[src/logic/uhc_cfg_map.svh]
/*
 * Offsets, reset values, field positions and timing counts of the
 * configuration extras. Assumes byte offsets within the function's
 * configuration space.
 */
`ifndef UHC_CFG_MAP_SVH
`define UHC_CFG_MAP_SVH

`define UHC_OFF_CAP_PTR 8'h34
`define UHC_OFF_RETRY_LIMIT 8'h41
`define UHC_OFF_BUS_RELEASE 8'h60
`define UHC_OFF_FRAME_TRIM 8'h61
`define UHC_OFF_WAKE_LO 8'h62
`define UHC_OFF_WAKE_HI 8'h63
`define UHC_OFF_PM_BASE 8'hDC
`define UHC_PM_CAPABILITY_IDENTIFIER_OFS 8'h00
`define UHC_PM_NEXT_OFS 8'h01
`define UHC_PM_CAPS_OFS 8'h02
`define UHC_PM_CTRL_OFS 8'h04
`define UHC_PM_BRIDGE_OFS 8'h06
`define UHC_PM_DATA_OFS 8'h07

`define UHC_RST_RETRY_LIMIT 8'h00
`define UHC_VAL_BUS_RELEASE 8'h20
`define UHC_RST_FRAME_TRIM 8'h20
`define UHC_RST_WAKE_MASK 16'h0007
`define UHC_VAL_CAPABILITY_IDENTIFIER 8'h01
`define UHC_VAL_NEXT_PTR 8'h00

`define UHC_TRIM_MSB 5
`define UHC_TRIM_LSB 0
`define UHC_TRIM_STEP_BITS 16
`define UHC_SOF_BASE_CLOCKS 16'hE860

`endif

[src/logic/uhc_pkg.sv]
/*
 * Types shared by the configuration extras. Assumes nothing outside.
 */
`default_nettype none
package uhc_pkg;
    typedef struct packed {
        logic req;
        logic wr;
        logic [7:0] addr;
        logic [3:0] be;
        logic [31:0] wdata;
    } uhc_cfg_req_t;

    typedef struct packed {
        logic ack;
        logic [31:0] rdata;
    } uhc_cfg_rsp_t;

    typedef enum logic [1:0] {
        UHC_RT_IDLE,
        UHC_RT_RETRYING,
        UHC_RT_TRIPPED
    } uhc_retry_state_t;
endpackage
`default_nettype wire

[src/logic/uhc_cfg_extras.sv]
/*
 * Configuration-space extras: retry limit, bus release number, frame
 * length trim, port wake mask and power-management list header.
 * Assumes a dword configuration access port with byte enables, one
 * access taken per request cycle, answered the next cycle.
 */
// Operation
// retry limit byte 41h, reset 00h
// zero limit disables retry checking
// timeout is value times clock period
// retries beyond limit set unrecoverable error
// release number at 60h reads 20h
// microframe is 59488 plus trim clocks
// one trim step is sixteen bit times
// trim at 61h resets to 20h
// new trim applies to SOF counter
// host writes trim upper bits zero
// wake mask 16-bit at 62h, reset 0007h
// wake bits 15..1 map physical ports
// wake mask has no operational effect
// capability identifier reads 01h
// fixed layout of power-management fields
// only one power-management list entry
// capability pointer reads DCh
// retry count clears on clean completion
`include "uhc_cfg_map.svh"
`default_nettype none
module uhc_cfg_extras
    import uhc_pkg::*;
(
    input wire logic ref_clk,
    input wire logic rst,
    input wire uhc_cfg_req_t cfg_req,
    output uhc_cfg_rsp_t cfg_rsp,
    input wire logic retry_pulse,
    input wire logic done_pulse,
    input wire logic error_clear,
    input wire logic sof_tick,
    input wire logic [15:0] pm_caps,
    input wire logic [15:0] pm_ctrl,
    input wire logic [7:0] pm_bridge,
    input wire logic [7:0] pm_data,
    output logic unrecoverable_error_flag,
    output logic sof_pulse,
    output logic [5:0] frame_length_trim,
    output logic [15:0] port_wake_mask,
    output logic [7:0] retry_count
);
    logic [7:0] retry_limit_ff;
    logic [7:0] frame_trim_ff;
    logic [15:0] wake_mask_ff;
    logic error_ff;
    logic ack_ff;
    logic [31:0] rdata_ff;
    logic [31:0] nxt_rdata;
    logic [7:0] byte_rd [4];
    logic [3:0] wr_hit;
    logic error_event;

    // per-byte read mux and write decode
    genvar gi;
    generate
        for (gi = 0; gi < 4; gi++) begin : g_lane
            logic [7:0] baddr;
            assign baddr = {cfg_req.addr[7:2], 2'b00} + 8'(gi);
            assign wr_hit[gi] = cfg_req.req && cfg_req.wr && cfg_req.be[gi];
            always_comb begin
                if (baddr == `UHC_OFF_CAP_PTR) begin
                    byte_rd[gi] = `UHC_OFF_PM_BASE;
                end else if (baddr == `UHC_OFF_RETRY_LIMIT) begin
                    byte_rd[gi] = retry_limit_ff;
                end else if (baddr == `UHC_OFF_BUS_RELEASE) begin
                    byte_rd[gi] = `UHC_VAL_BUS_RELEASE;
                end else if (baddr == `UHC_OFF_FRAME_TRIM) begin
                    byte_rd[gi] = frame_trim_ff;
                end else if (baddr == `UHC_OFF_WAKE_LO) begin
                    byte_rd[gi] = wake_mask_ff[7:0];
                end else if (baddr == `UHC_OFF_WAKE_HI) begin
                    byte_rd[gi] = wake_mask_ff[15:8];
                end else if (baddr == `UHC_OFF_PM_BASE + `UHC_PM_CAPABILITY_IDENTIFIER_OFS) begin
                    byte_rd[gi] = `UHC_VAL_CAPABILITY_IDENTIFIER;
                end else if (baddr == `UHC_OFF_PM_BASE + `UHC_PM_NEXT_OFS) begin
                    byte_rd[gi] = `UHC_VAL_NEXT_PTR;
                end else if (baddr == `UHC_OFF_PM_BASE + `UHC_PM_CAPS_OFS) begin
                    byte_rd[gi] = pm_caps[7:0];
                end else if (baddr == `UHC_OFF_PM_BASE + `UHC_PM_CAPS_OFS + 8'h01) begin
                    byte_rd[gi] = pm_caps[15:8];
                end else if (baddr == `UHC_OFF_PM_BASE + `UHC_PM_CTRL_OFS) begin
                    byte_rd[gi] = pm_ctrl[7:0];
                end else if (baddr == `UHC_OFF_PM_BASE + `UHC_PM_CTRL_OFS + 8'h01) begin
                    byte_rd[gi] = pm_ctrl[15:8];
                end else if (baddr == `UHC_OFF_PM_BASE + `UHC_PM_BRIDGE_OFS) begin
                    byte_rd[gi] = pm_bridge;
                end else if (baddr == `UHC_OFF_PM_BASE + `UHC_PM_DATA_OFS) begin
                    byte_rd[gi] = pm_data;
                end else begin
                    byte_rd[gi] = 8'h00;
                end
            end
        end
    endgenerate

    assign nxt_rdata = {byte_rd[3], byte_rd[2], byte_rd[1], byte_rd[0]};

    always_ff @(posedge ref_clk or posedge rst) begin
        if (rst) begin
            retry_limit_ff <= `UHC_RST_RETRY_LIMIT;
        end else if (cfg_req.addr[7:2] == 6'h10 && wr_hit[1]) begin
            retry_limit_ff <= cfg_req.wdata[15:8];
        end
    end

    // upper trim bits stored as written; host keeps them zero R10
    always_ff @(posedge ref_clk or posedge rst) begin
        if (rst) begin
            frame_trim_ff <= `UHC_RST_FRAME_TRIM;
        end else if (cfg_req.addr[7:2] == 6'h18 && wr_hit[1]) begin
            frame_trim_ff <= cfg_req.wdata[15:8];
        end
    end

    // information only: drives nothing inside R13
    always_ff @(posedge ref_clk or posedge rst) begin
        if (rst) begin
            wake_mask_ff <= `UHC_RST_WAKE_MASK;
        end else if (cfg_req.addr[7:2] == 6'h18) begin
            if (wr_hit[2]) begin
                wake_mask_ff[7:0] <= cfg_req.wdata[23:16];
            end
            if (wr_hit[3]) begin
                wake_mask_ff[15:8] <= cfg_req.wdata[31:24];
            end
        end
    end

    // sticky error: a new event wins over a clear
    always_ff @(posedge ref_clk or posedge rst) begin
        if (rst) begin
            error_ff <= 1'b0;
        end else if (error_event) begin
            error_ff <= 1'b1;
        end else if (error_clear) begin
            error_ff <= 1'b0;
        end
    end

    always_ff @(posedge ref_clk or posedge rst) begin
        if (rst) begin
            ack_ff <= 1'b0;
            rdata_ff <= 32'h0000_0000;
        end else begin
            ack_ff <= cfg_req.req;
            rdata_ff <= (cfg_req.req && !cfg_req.wr) ? nxt_rdata : 32'h0000_0000;
        end
    end

    uhc_retry_watch u_retry (
        .ref_clk(ref_clk),
        .rst(rst),
        .limit(retry_limit_ff),
        .retry_pulse(retry_pulse),
        .done_pulse(done_pulse),
        .error_pulse(error_event),
        .count(retry_count)
    );

    uhc_sof_timer u_sof (
        .ref_clk(ref_clk),
        .rst(rst),
        .tick(sof_tick),
        .trim(frame_trim_ff[`UHC_TRIM_MSB:`UHC_TRIM_LSB]),
        .sof_pulse(sof_pulse)
    );

    assign cfg_rsp.ack = ack_ff;
    assign cfg_rsp.rdata = rdata_ff;
    assign unrecoverable_error_flag = error_ff;
    assign frame_length_trim = frame_trim_ff[`UHC_TRIM_MSB:`UHC_TRIM_LSB];
    assign port_wake_mask = wake_mask_ff;
endmodule
`default_nettype wire

[src/logic/uhc_retry_watch.sv]
/*
 * Counts consecutive target retries of one transaction against the
 * programmed limit. Assumes one retry and done pulse per PCI clock.
 */
`include "uhc_cfg_map.svh"
`default_nettype none
module uhc_retry_watch
    import uhc_pkg::*;
(
    input wire logic ref_clk,
    input wire logic rst,
    input wire logic [7:0] limit,
    input wire logic retry_pulse,
    input wire logic done_pulse,
    output logic error_pulse,
    output logic [7:0] count
);
    uhc_retry_state_t state_ff;
    uhc_retry_state_t nxt_state;
    logic [7:0] count_ff;
    logic [7:0] nxt_count;

    always_comb begin
        nxt_state = state_ff;
        nxt_count = count_ff;
        error_pulse = 1'b0;
        case (state_ff)
            UHC_RT_IDLE: begin
                if (retry_pulse && limit != 8'h00) begin
                    nxt_count = 8'h01;
                    nxt_state = UHC_RT_RETRYING;
                end
            end
            UHC_RT_RETRYING: begin
                if (limit == 8'h00 || done_pulse) begin
                    nxt_count = 8'h00;
                    nxt_state = UHC_RT_IDLE;
                end else if (retry_pulse) begin
                    // each retry is one clock period of the limit R3
                    if (count_ff >= limit) begin
                        error_pulse = 1'b1;
                        nxt_state = UHC_RT_TRIPPED;
                    end else begin
                        nxt_count = count_ff + 8'h01;
                    end
                end
            end
            UHC_RT_TRIPPED: begin
                if (done_pulse || limit == 8'h00) begin
                    nxt_count = 8'h00;
                    nxt_state = UHC_RT_IDLE;
                end
            end
            default: begin
                nxt_state = UHC_RT_IDLE;
            end
        endcase
    end

    always_ff @(posedge ref_clk or posedge rst) begin
        if (rst) begin
            state_ff <= UHC_RT_IDLE;
            count_ff <= 8'h00;
        end else begin
            state_ff <= nxt_state;
            count_ff <= nxt_count;
        end
    end

    assign count = count_ff;
endmodule
`default_nettype wire

[src/logic/uhc_sof_timer.sv]
/*
 * Microframe timer on the high-speed counter clock tick. Assumes a
 * one-cycle tick per counter clock period.
 */
`include "uhc_cfg_map.svh"
`default_nettype none
module uhc_sof_timer
    import uhc_pkg::*;
(
    input wire logic ref_clk,
    input wire logic rst,
    input wire logic tick,
    input wire logic [5:0] trim,
    output logic sof_pulse
);
    logic [15:0] count_ff;
    logic [15:0] period;
    logic sof_ff;

    // one trim step adds one counter clock, sixteen bit times R7
    assign period = `UHC_SOF_BASE_CLOCKS + {10'h000, trim};

    always_ff @(posedge ref_clk or posedge rst) begin
        if (rst) begin
            count_ff <= 16'h0000;
        end else if (tick) begin
            if (count_ff >= period - 16'h0001) begin
                count_ff <= 16'h0000;
            end else begin
                count_ff <= count_ff + 16'h0001;
            end
        end
    end

    always_ff @(posedge ref_clk or posedge rst) begin
        if (rst) begin
            sof_ff <= 1'b0;
        end else begin
            sof_ff <= tick && (count_ff >= period - 16'h0001);
        end
    end

    assign sof_pulse = sof_ff;
endmodule
`default_nettype wire

[config.mk]
export PLATFORM = sky130hd
export DESIGN_NAME = uhc_cfg_extras
export DESIGN_NICKNAME = d
export VERILOG_FILES = /design/src/logic/uhc_pkg.sv /design/src/logic/uhc_cfg_extras.sv /design/src/logic/uhc_retry_watch.sv /design/src/logic/uhc_sof_timer.sv
export VERILOG_INCLUDE_DIRS = /design/src /design/src/logic
export SDC_FILE = /design/constraint.sdc
export NUM_CORES = 1
export LEC_CHECK = 0
export BUFFER_PORTS_ARGS = -buffer_cell sky130_fd_sc_hd__buf_2
export CAP_MARGIN = 20
export CORE_MARGIN = 3
export CORE_UTILIZATION = 55
export CTS_CLUSTER_DIAMETER = 40
export DETAILED_ROUTE_END_ITERATION = 8
export PLACE_DENSITY = 0.82
export SYNTH_ARGS = -nofsm -noshare
export SYNTH_HDL_FRONTEND = slang
export SYNTH_HIERARCHICAL = 1
export SYNTH_SLANG_ARGS = --single-unit
[constraint.sdc]
create_clock -name ref_clk -period 7.4 [get_ports ref_clk]
set_input_delay 0 -clock ref_clk [delete_from_list [all_inputs] [get_ports ref_clk]]
set_output_delay 0 -clock ref_clk [all_outputs]
set_load 0.02 [all_outputs]
==> impl_results.html <==
<table>
<tr><th>Metric</th><th>Value</th></tr>
<tr><th colspan="2">Worst setup path</th></tr>
<tr><td>Ordered list of cells on the worst path</td><td>or3_1 &gt; o31ai_1 &gt; nand2_1 &gt; ha_1 &gt; a21oi_1 &gt; o211a_1 &gt; or2_1 &gt; a211oi_2 &gt; nor3_1</td></tr>
<tr><td>Crit path depth</td><td>9</td></tr>
<tr><td>Cell type of the slowest stage on the worst timing path</td><td>sky130_fd_sc_hd__a211oi_2</td></tr>
<tr><td>Max stage delay on crit path</td><td>700 ps</td></tr>
<tr><td>CP Launch Point</td><td>frame_trim_ff[4]$_DFFE_PP0P_</td></tr>
<tr><td>Number of cells on the worst reg-to-reg path</td><td>9</td></tr>
<tr><td>Required time at the worst-slack endpoint</td><td>7610 ps</td></tr>
<tr><td>Count of buffer and inverter cells on the critical path</td><td>0</td></tr>
<tr><td>Gate family responsible for the most delay along the worst path</td><td>compound AO/OA/AOI/OAI gates</td></tr>
<tr><td>Slack of the worst reg-to-reg path</td><td>4300 ps</td></tr>
<tr><td>Startpoint of the lowest-slack register-to-register path</td><td>frame_trim_ff[4]$_DFFE_PP0P_</td></tr>
<tr><td>Startpoint type of the worst setup path</td><td>flop</td></tr>
<tr><td>Worst Path Arrival</td><td>3320 ps</td></tr>
<tr><td>Critical Path End Type</td><td>flop</td></tr>
<tr><td>Category of the critical setup timing path</td><td>flop to flop</td></tr>
<tr><td>Max FO, Critical Path</td><td>12</td></tr>
<tr><td>Worst R2R End</td><td>u_sof/count_ff[5]$_DFFE_PP0P_</td></tr>
<tr><th colspan="2">STA</th></tr>
<tr><td>Setup WS post-layout</td><td>4296 ps</td></tr>
<tr><td>WHS</td><td>-14.44 ps</td></tr>
<tr><td>Number of pins exceeding their max-slew limit in the final report</td><td>0</td></tr>
<tr><td>Relative slew slack</td><td>28.24%</td></tr>
<tr><td>Sum Neg Setup Slack</td><td>0 ps</td></tr>
<tr><td>Worst clock skew</td><td>13.75 ps</td></tr>
<tr><td>Fmax</td><td>322.2 MHz</td></tr>
<tr><td>Count of endpoints failing hold in the final timing report</td><td>1</td></tr>
<tr><td>Transition time at the pin with the least slew margin</td><td>1076 ps</td></tr>
<tr><td>Fraction of the cycle the final worst path needs</td><td>41.95%</td></tr>
<tr><td>Setup repair after global routing missed its margin</td><td>no</td></tr>
<tr><td>Final setup violation count</td><td>0</td></tr>
<tr><td>Final period demand of the worst path</td><td>3104 ps</td></tr>
<tr><th colspan="2">Yosys</th></tr>
<tr><td>Mux cell area share after synthesis</td><td>7.702%</td></tr>
<tr><td>Post-synthesis cell area</td><td>5199 um^2</td></tr>
<tr><td>Synthesized-area fraction occupied by adder cells</td><td>5.535%</td></tr>
<tr><td>Post-synthesis average cell area</td><td>10.06 um^2</td></tr>
<tr><td>Top post-synthesis cells by area</td><td>sky130_fd_sc_hd__dfrtp_1 (43%), sky130_fd_sc_hd__ha_1 (5.5%), sky130_fd_sc_hd__mux2_2 (5.2%), sky130_fd_sc_hd__nand3_1 (4.7%), sky130_fd_sc_hd__nand2b_1 (2.6%)</td></tr>
<tr><td>Synth Register Bits</td><td>93</td></tr>
<tr><td>Synth top cells by count</td><td>sky130_fd_sc_hd__dfrtp_1 (89), sky130_fd_sc_hd__nand3_1 (49), sky130_fd_sc_hd__nor2_1 (31)</td></tr>
<tr><td>Xor and xnor area share after synthesis</td><td>2.022%</td></tr>
<tr><td>Gate count after technology mapping</td><td>517</td></tr>
<tr><td>Dominant cell by count in the synthesized netlist</td><td>sky130_fd_sc_hd__dfrtp_1</td></tr>
<tr><td>Main combinational cell family by area after synthesis</td><td>simple AND/OR/NAND/NOR gates</td></tr>
<tr><td>Number of distinct library cells after synthesis</td><td>60</td></tr>
<tr><td>Synth Area in Compound Gates</td><td>12.97%</td></tr>
<tr><td>Post-synthesis sequential area ratio</td><td>44.86%</td></tr>
<tr><td>Synth Net Count</td><td>640</td></tr>
<tr><td>Number of flops mapped to enable cells by yosys</td><td>0</td></tr>
<tr><td>Cell taking the most area after synthesis</td><td>sky130_fd_sc_hd__dfrtp_1</td></tr>
<tr><td>Top cell type's share of synthesized area</td><td>42.84%</td></tr>
<tr><td>Top flip-flop cell by instance count after synthesis</td><td>sky130_fd_sc_hd__dfrtp_1</td></tr>
<tr><td>Share of flip-flops with an asynchronous set or reset after synthesis</td><td>100.0%</td></tr>
<tr><td>Simple-Gate Fraction of Synth Area</td><td>21.13%</td></tr>
<tr><td>YS warnings</td><td>6</td></tr>
<tr><th colspan="2">Placement</th></tr>
<tr><td>Half-perimeter wire length of the detailed placement result</td><td>10170 um</td></tr>
<tr><td>Weighted congestion at the end of routability-driven global placement</td><td>0.8987</td></tr>
<tr><td>Input/output buffers</td><td>153</td></tr>
<tr><td>Post-placement worst setup slack</td><td>4348 ps</td></tr>
<tr><th colspan="2">Min path</th></tr>
<tr><td>Hold EP</td><td>rdata_ff[22]$_DFF_PP0_</td></tr>
<tr><td>Worst hold-check path type</td><td>primary input to flop</td></tr>
<tr><td>Number of stages on the worst hold path</td><td>4</td></tr>
<tr><td>Beginning of the worst hold path</td><td>cfg_req[40]</td></tr>
<tr><th colspan="2">Clock tree</th></tr>
<tr><td>Post-CTS setup repair buffer count</td><td>0</td></tr>
<tr><td>H-Tree Depth</td><td>3</td></tr>
<tr><td>Post-cts resize count</td><td>0</td></tr>
<tr><td>Cts hold-fix bufs</td><td>53</td></tr>
<tr><td>Longest Clk Path Bufs</td><td>2</td></tr>
<tr><td>Total number of clock tree sinks</td><td>93</td></tr>
<tr><td>Root Buffer Master</td><td>sky130_fd_sc_hd__clkbuf_8</td></tr>
<tr><td>Clock slew seen by the registers of the worst setup and hold paths</td><td>90 ps</td></tr>
<tr><td>CTS tree</td><td>built</td></tr>
<tr><td>Clock buffers created by TritonCTS</td><td>9</td></tr>
<tr><td>Worst skew pair latency</td><td>370 ps</td></tr>
<tr><th colspan="2">Layout</th></tr>
<tr><td>Net total in the final layout</td><td>822</td></tr>
<tr><td>Number of diodes added for antenna fixing</td><td>0</td></tr>
<tr><td>Multi-input gate area</td><td>2572 um^2</td></tr>
<tr><td>Fill count</td><td>614</td></tr>
<tr><td>Ratio of cells with drive above 1 in the final layout</td><td>31.68%</td></tr>
<tr><td>Sequential Area</td><td>2332 um^2</td></tr>
<tr><td>Area added between synthesis and finish</td><td>28.21%</td></tr>
<tr><th colspan="2">Die</th></tr>
<tr><td>Die Width</td><td>103.2 um</td></tr>
<tr><td>Initial standard-cell utilization of the core</td><td>58.19%</td></tr>
<tr><td>Number of cell rows</td><td>34</td></tr>
<tr><td>Overall die height</td><td>103.2 um</td></tr>
<tr><td>Count of pins on the block boundary</td><td>165</td></tr>
<tr><td>Die area</td><td>10650 um^2</td></tr>
<tr><td>Core footprint</td><td>8934 um^2</td></tr>
<tr><th colspan="2">GRT</th></tr>
<tr><td>Fraction of met3 tracks used by global routing</td><td>6.036%</td></tr>
<tr><td>Total track usage</td><td>29.85%</td></tr>
<tr><td>Met1 Track Usage GR</td><td>36.17%</td></tr>
<tr><td>Number of antenna violations at the first check in global routing</td><td>0</td></tr>
<tr><td>Top Usage Layer GRT</td><td>met2</td></tr>
<tr><td>Vias in the first global route</td><td>5082</td></tr>
<tr><td>Pin count of the biggest net entering global routing</td><td>67</td></tr>
<tr><td>Grt total ovfl</td><td>0</td></tr>
<tr><td>GR Util met2</td><td>49.19%</td></tr>
<tr><td>Global-route wire length before repair</td><td>24650 um</td></tr>
<tr><th colspan="2">Power</th></tr>
<tr><td>Total power divided by cell area</td><td>185.8 nW/um^2</td></tr>
<tr><td>Static leakage power</td><td>3.443 nW</td></tr>
<tr><td>Peak VDD IR</td><td>0.1240 mV</td></tr>
<tr><th colspan="2">Job</th></tr>
<tr><td>Number of maximum-capacitance violations</td><td>0</td></tr>
<tr><th colspan="2">Routing</th></tr>
<tr><td>Number of iterations in the first detailed-routing pass</td><td>5</td></tr>
<tr><td>Wirelength, routed</td><td>15440 um</td></tr>
<tr><td>DRC violations left</td><td>0</td></tr>
<tr><td>Starting DRC count in detailed routing</td><td>260</td></tr>
<tr><td>Number of antenna-violating nets in the routed design</td><td>0</td></tr>
<tr><td>Average routed wire per standard cell</td><td>19.02 um</td></tr>
<tr><td>Routed via count divided by cell count</td><td>6.128</td></tr>
<tr><td>Via count</td><td>4976</td></tr>
<tr><th colspan="2">Outcome</th></tr>
<tr><td>Outcome</td><td>finished, violations left</td></tr>
<tr><td>Violated checks</td><td>hold timing</td></tr>
</table>
## where the power goes
group | internal [mW] | switching, mW | leakage, nW
clock network | 0.168 | 0.191 | 0.104
registers | 0.539 | 0.0369 | 1.26
logic | 0.131 | 0.173 | 2.08
total | 0.838 | 0.401 | 3.44
## tightest hold or removal path: stages
cell	delay (ps)
sky130_fd_sc_hd__buf_2	120
sky130_fd_sc_hd__nor4b_2	60
sky130_fd_sc_hd__nand3_1	70
sky130_fd_sc_hd__a211oi_1	70
## routing by layer
layer	routed length, um	vias to the layer above
li1	-	2233
met1	5881	2381
met2	7552	292
met3	1225	70
met4	783	0
met5	0	-
## area by class of cell
| cell class | instances | share of cell area [%] |
|---|---|---|
| clock inverters | 6 | 1.070 |
| clock buffers | 10 | 2.065 |
| repair buffers | 209 | 19.79 |
| multi-input cells | 360 | 38.60 |
| flip-flops and latches | 93 | 34.99 |
| well taps | 108 | 2.027 |
| inverters | 26 | 1.464 |
## metrics by stage
stage | utilization, % | total power, mW | instances | cell area [um^2] | hold WS (ps)
finish | 74.61 | 1.238 | 812 | 6665 | -14.44
detailed placement | 66.25 | 0.8579 | 742 | 5918 | 39.85
floorplan | - | 0.7824 | 517 | 5199 | -159.8
global route | 74.61 | 1.293 | 812 | 6665 | 5.666
global placement | 66.25 | 0.8403 | 742 | 5918 | 38.98
CTS | 74.52 | 1.233 | 811 | 6658 | 5.926
## logic make-up after synthesis
family,after synthesis
adder cells (fa/ha/maj),23
AND/OR/NAND/NOR,201
XOR/XNOR,12
AO/OA/AOI/OAI,91
flip-flops,93
buffers and inverters,64
multiplexers,33
## cell usage in the layout (no fill, tap or decap), drive strengths merged, types with 5 or more instances in the layout
master	n
o31ai	6
nand4	17
ha	23
and3	5
nor3	26
dfrtp	89
a211oi	18
nor2	31
mux2	32
o21ai	9
inv	27
nand3	49
clkbuf	11
buf	155
or4	5
a22oi	8
nand2	28
a21oi	14
dlygate4sd3	53
xor2	8
o211a	9
nand2b	22
a21o	6
## state kept, by name (all words and copies together) (netlist names)
signal,cells
u_retry/state_ff,2
port_wake_mask,16
u_retry/count,8
frame_trim_ff,8
unrecoverable_error_flag,1
retry_limit_ff,8
u_sof/count_ff,16
ack_ff,1
u_sof/sof_pulse,1
rdata_ff,32
## how the worst max path moves through the flow
stage	end	slack, ps
finish	u_sof/count_ff[5]$_DFFE_PP0P_	4300
detailed placement	u_sof/count_ff[5]$_DFFE_PP0P_	4350
global route	u_sof/count_ff[2]$_DFFE_PP0P_	4030
CTS	u_sof/count_ff[5]$_DFFE_PP0P_	4320
global placement	u_sof/count_ff[2]$_DFFE_PP0P_	4410
floorplan	u_sof/count_ff[11]$_DFFE_PP0P_	4910
(Power assumes the default switching activity.)
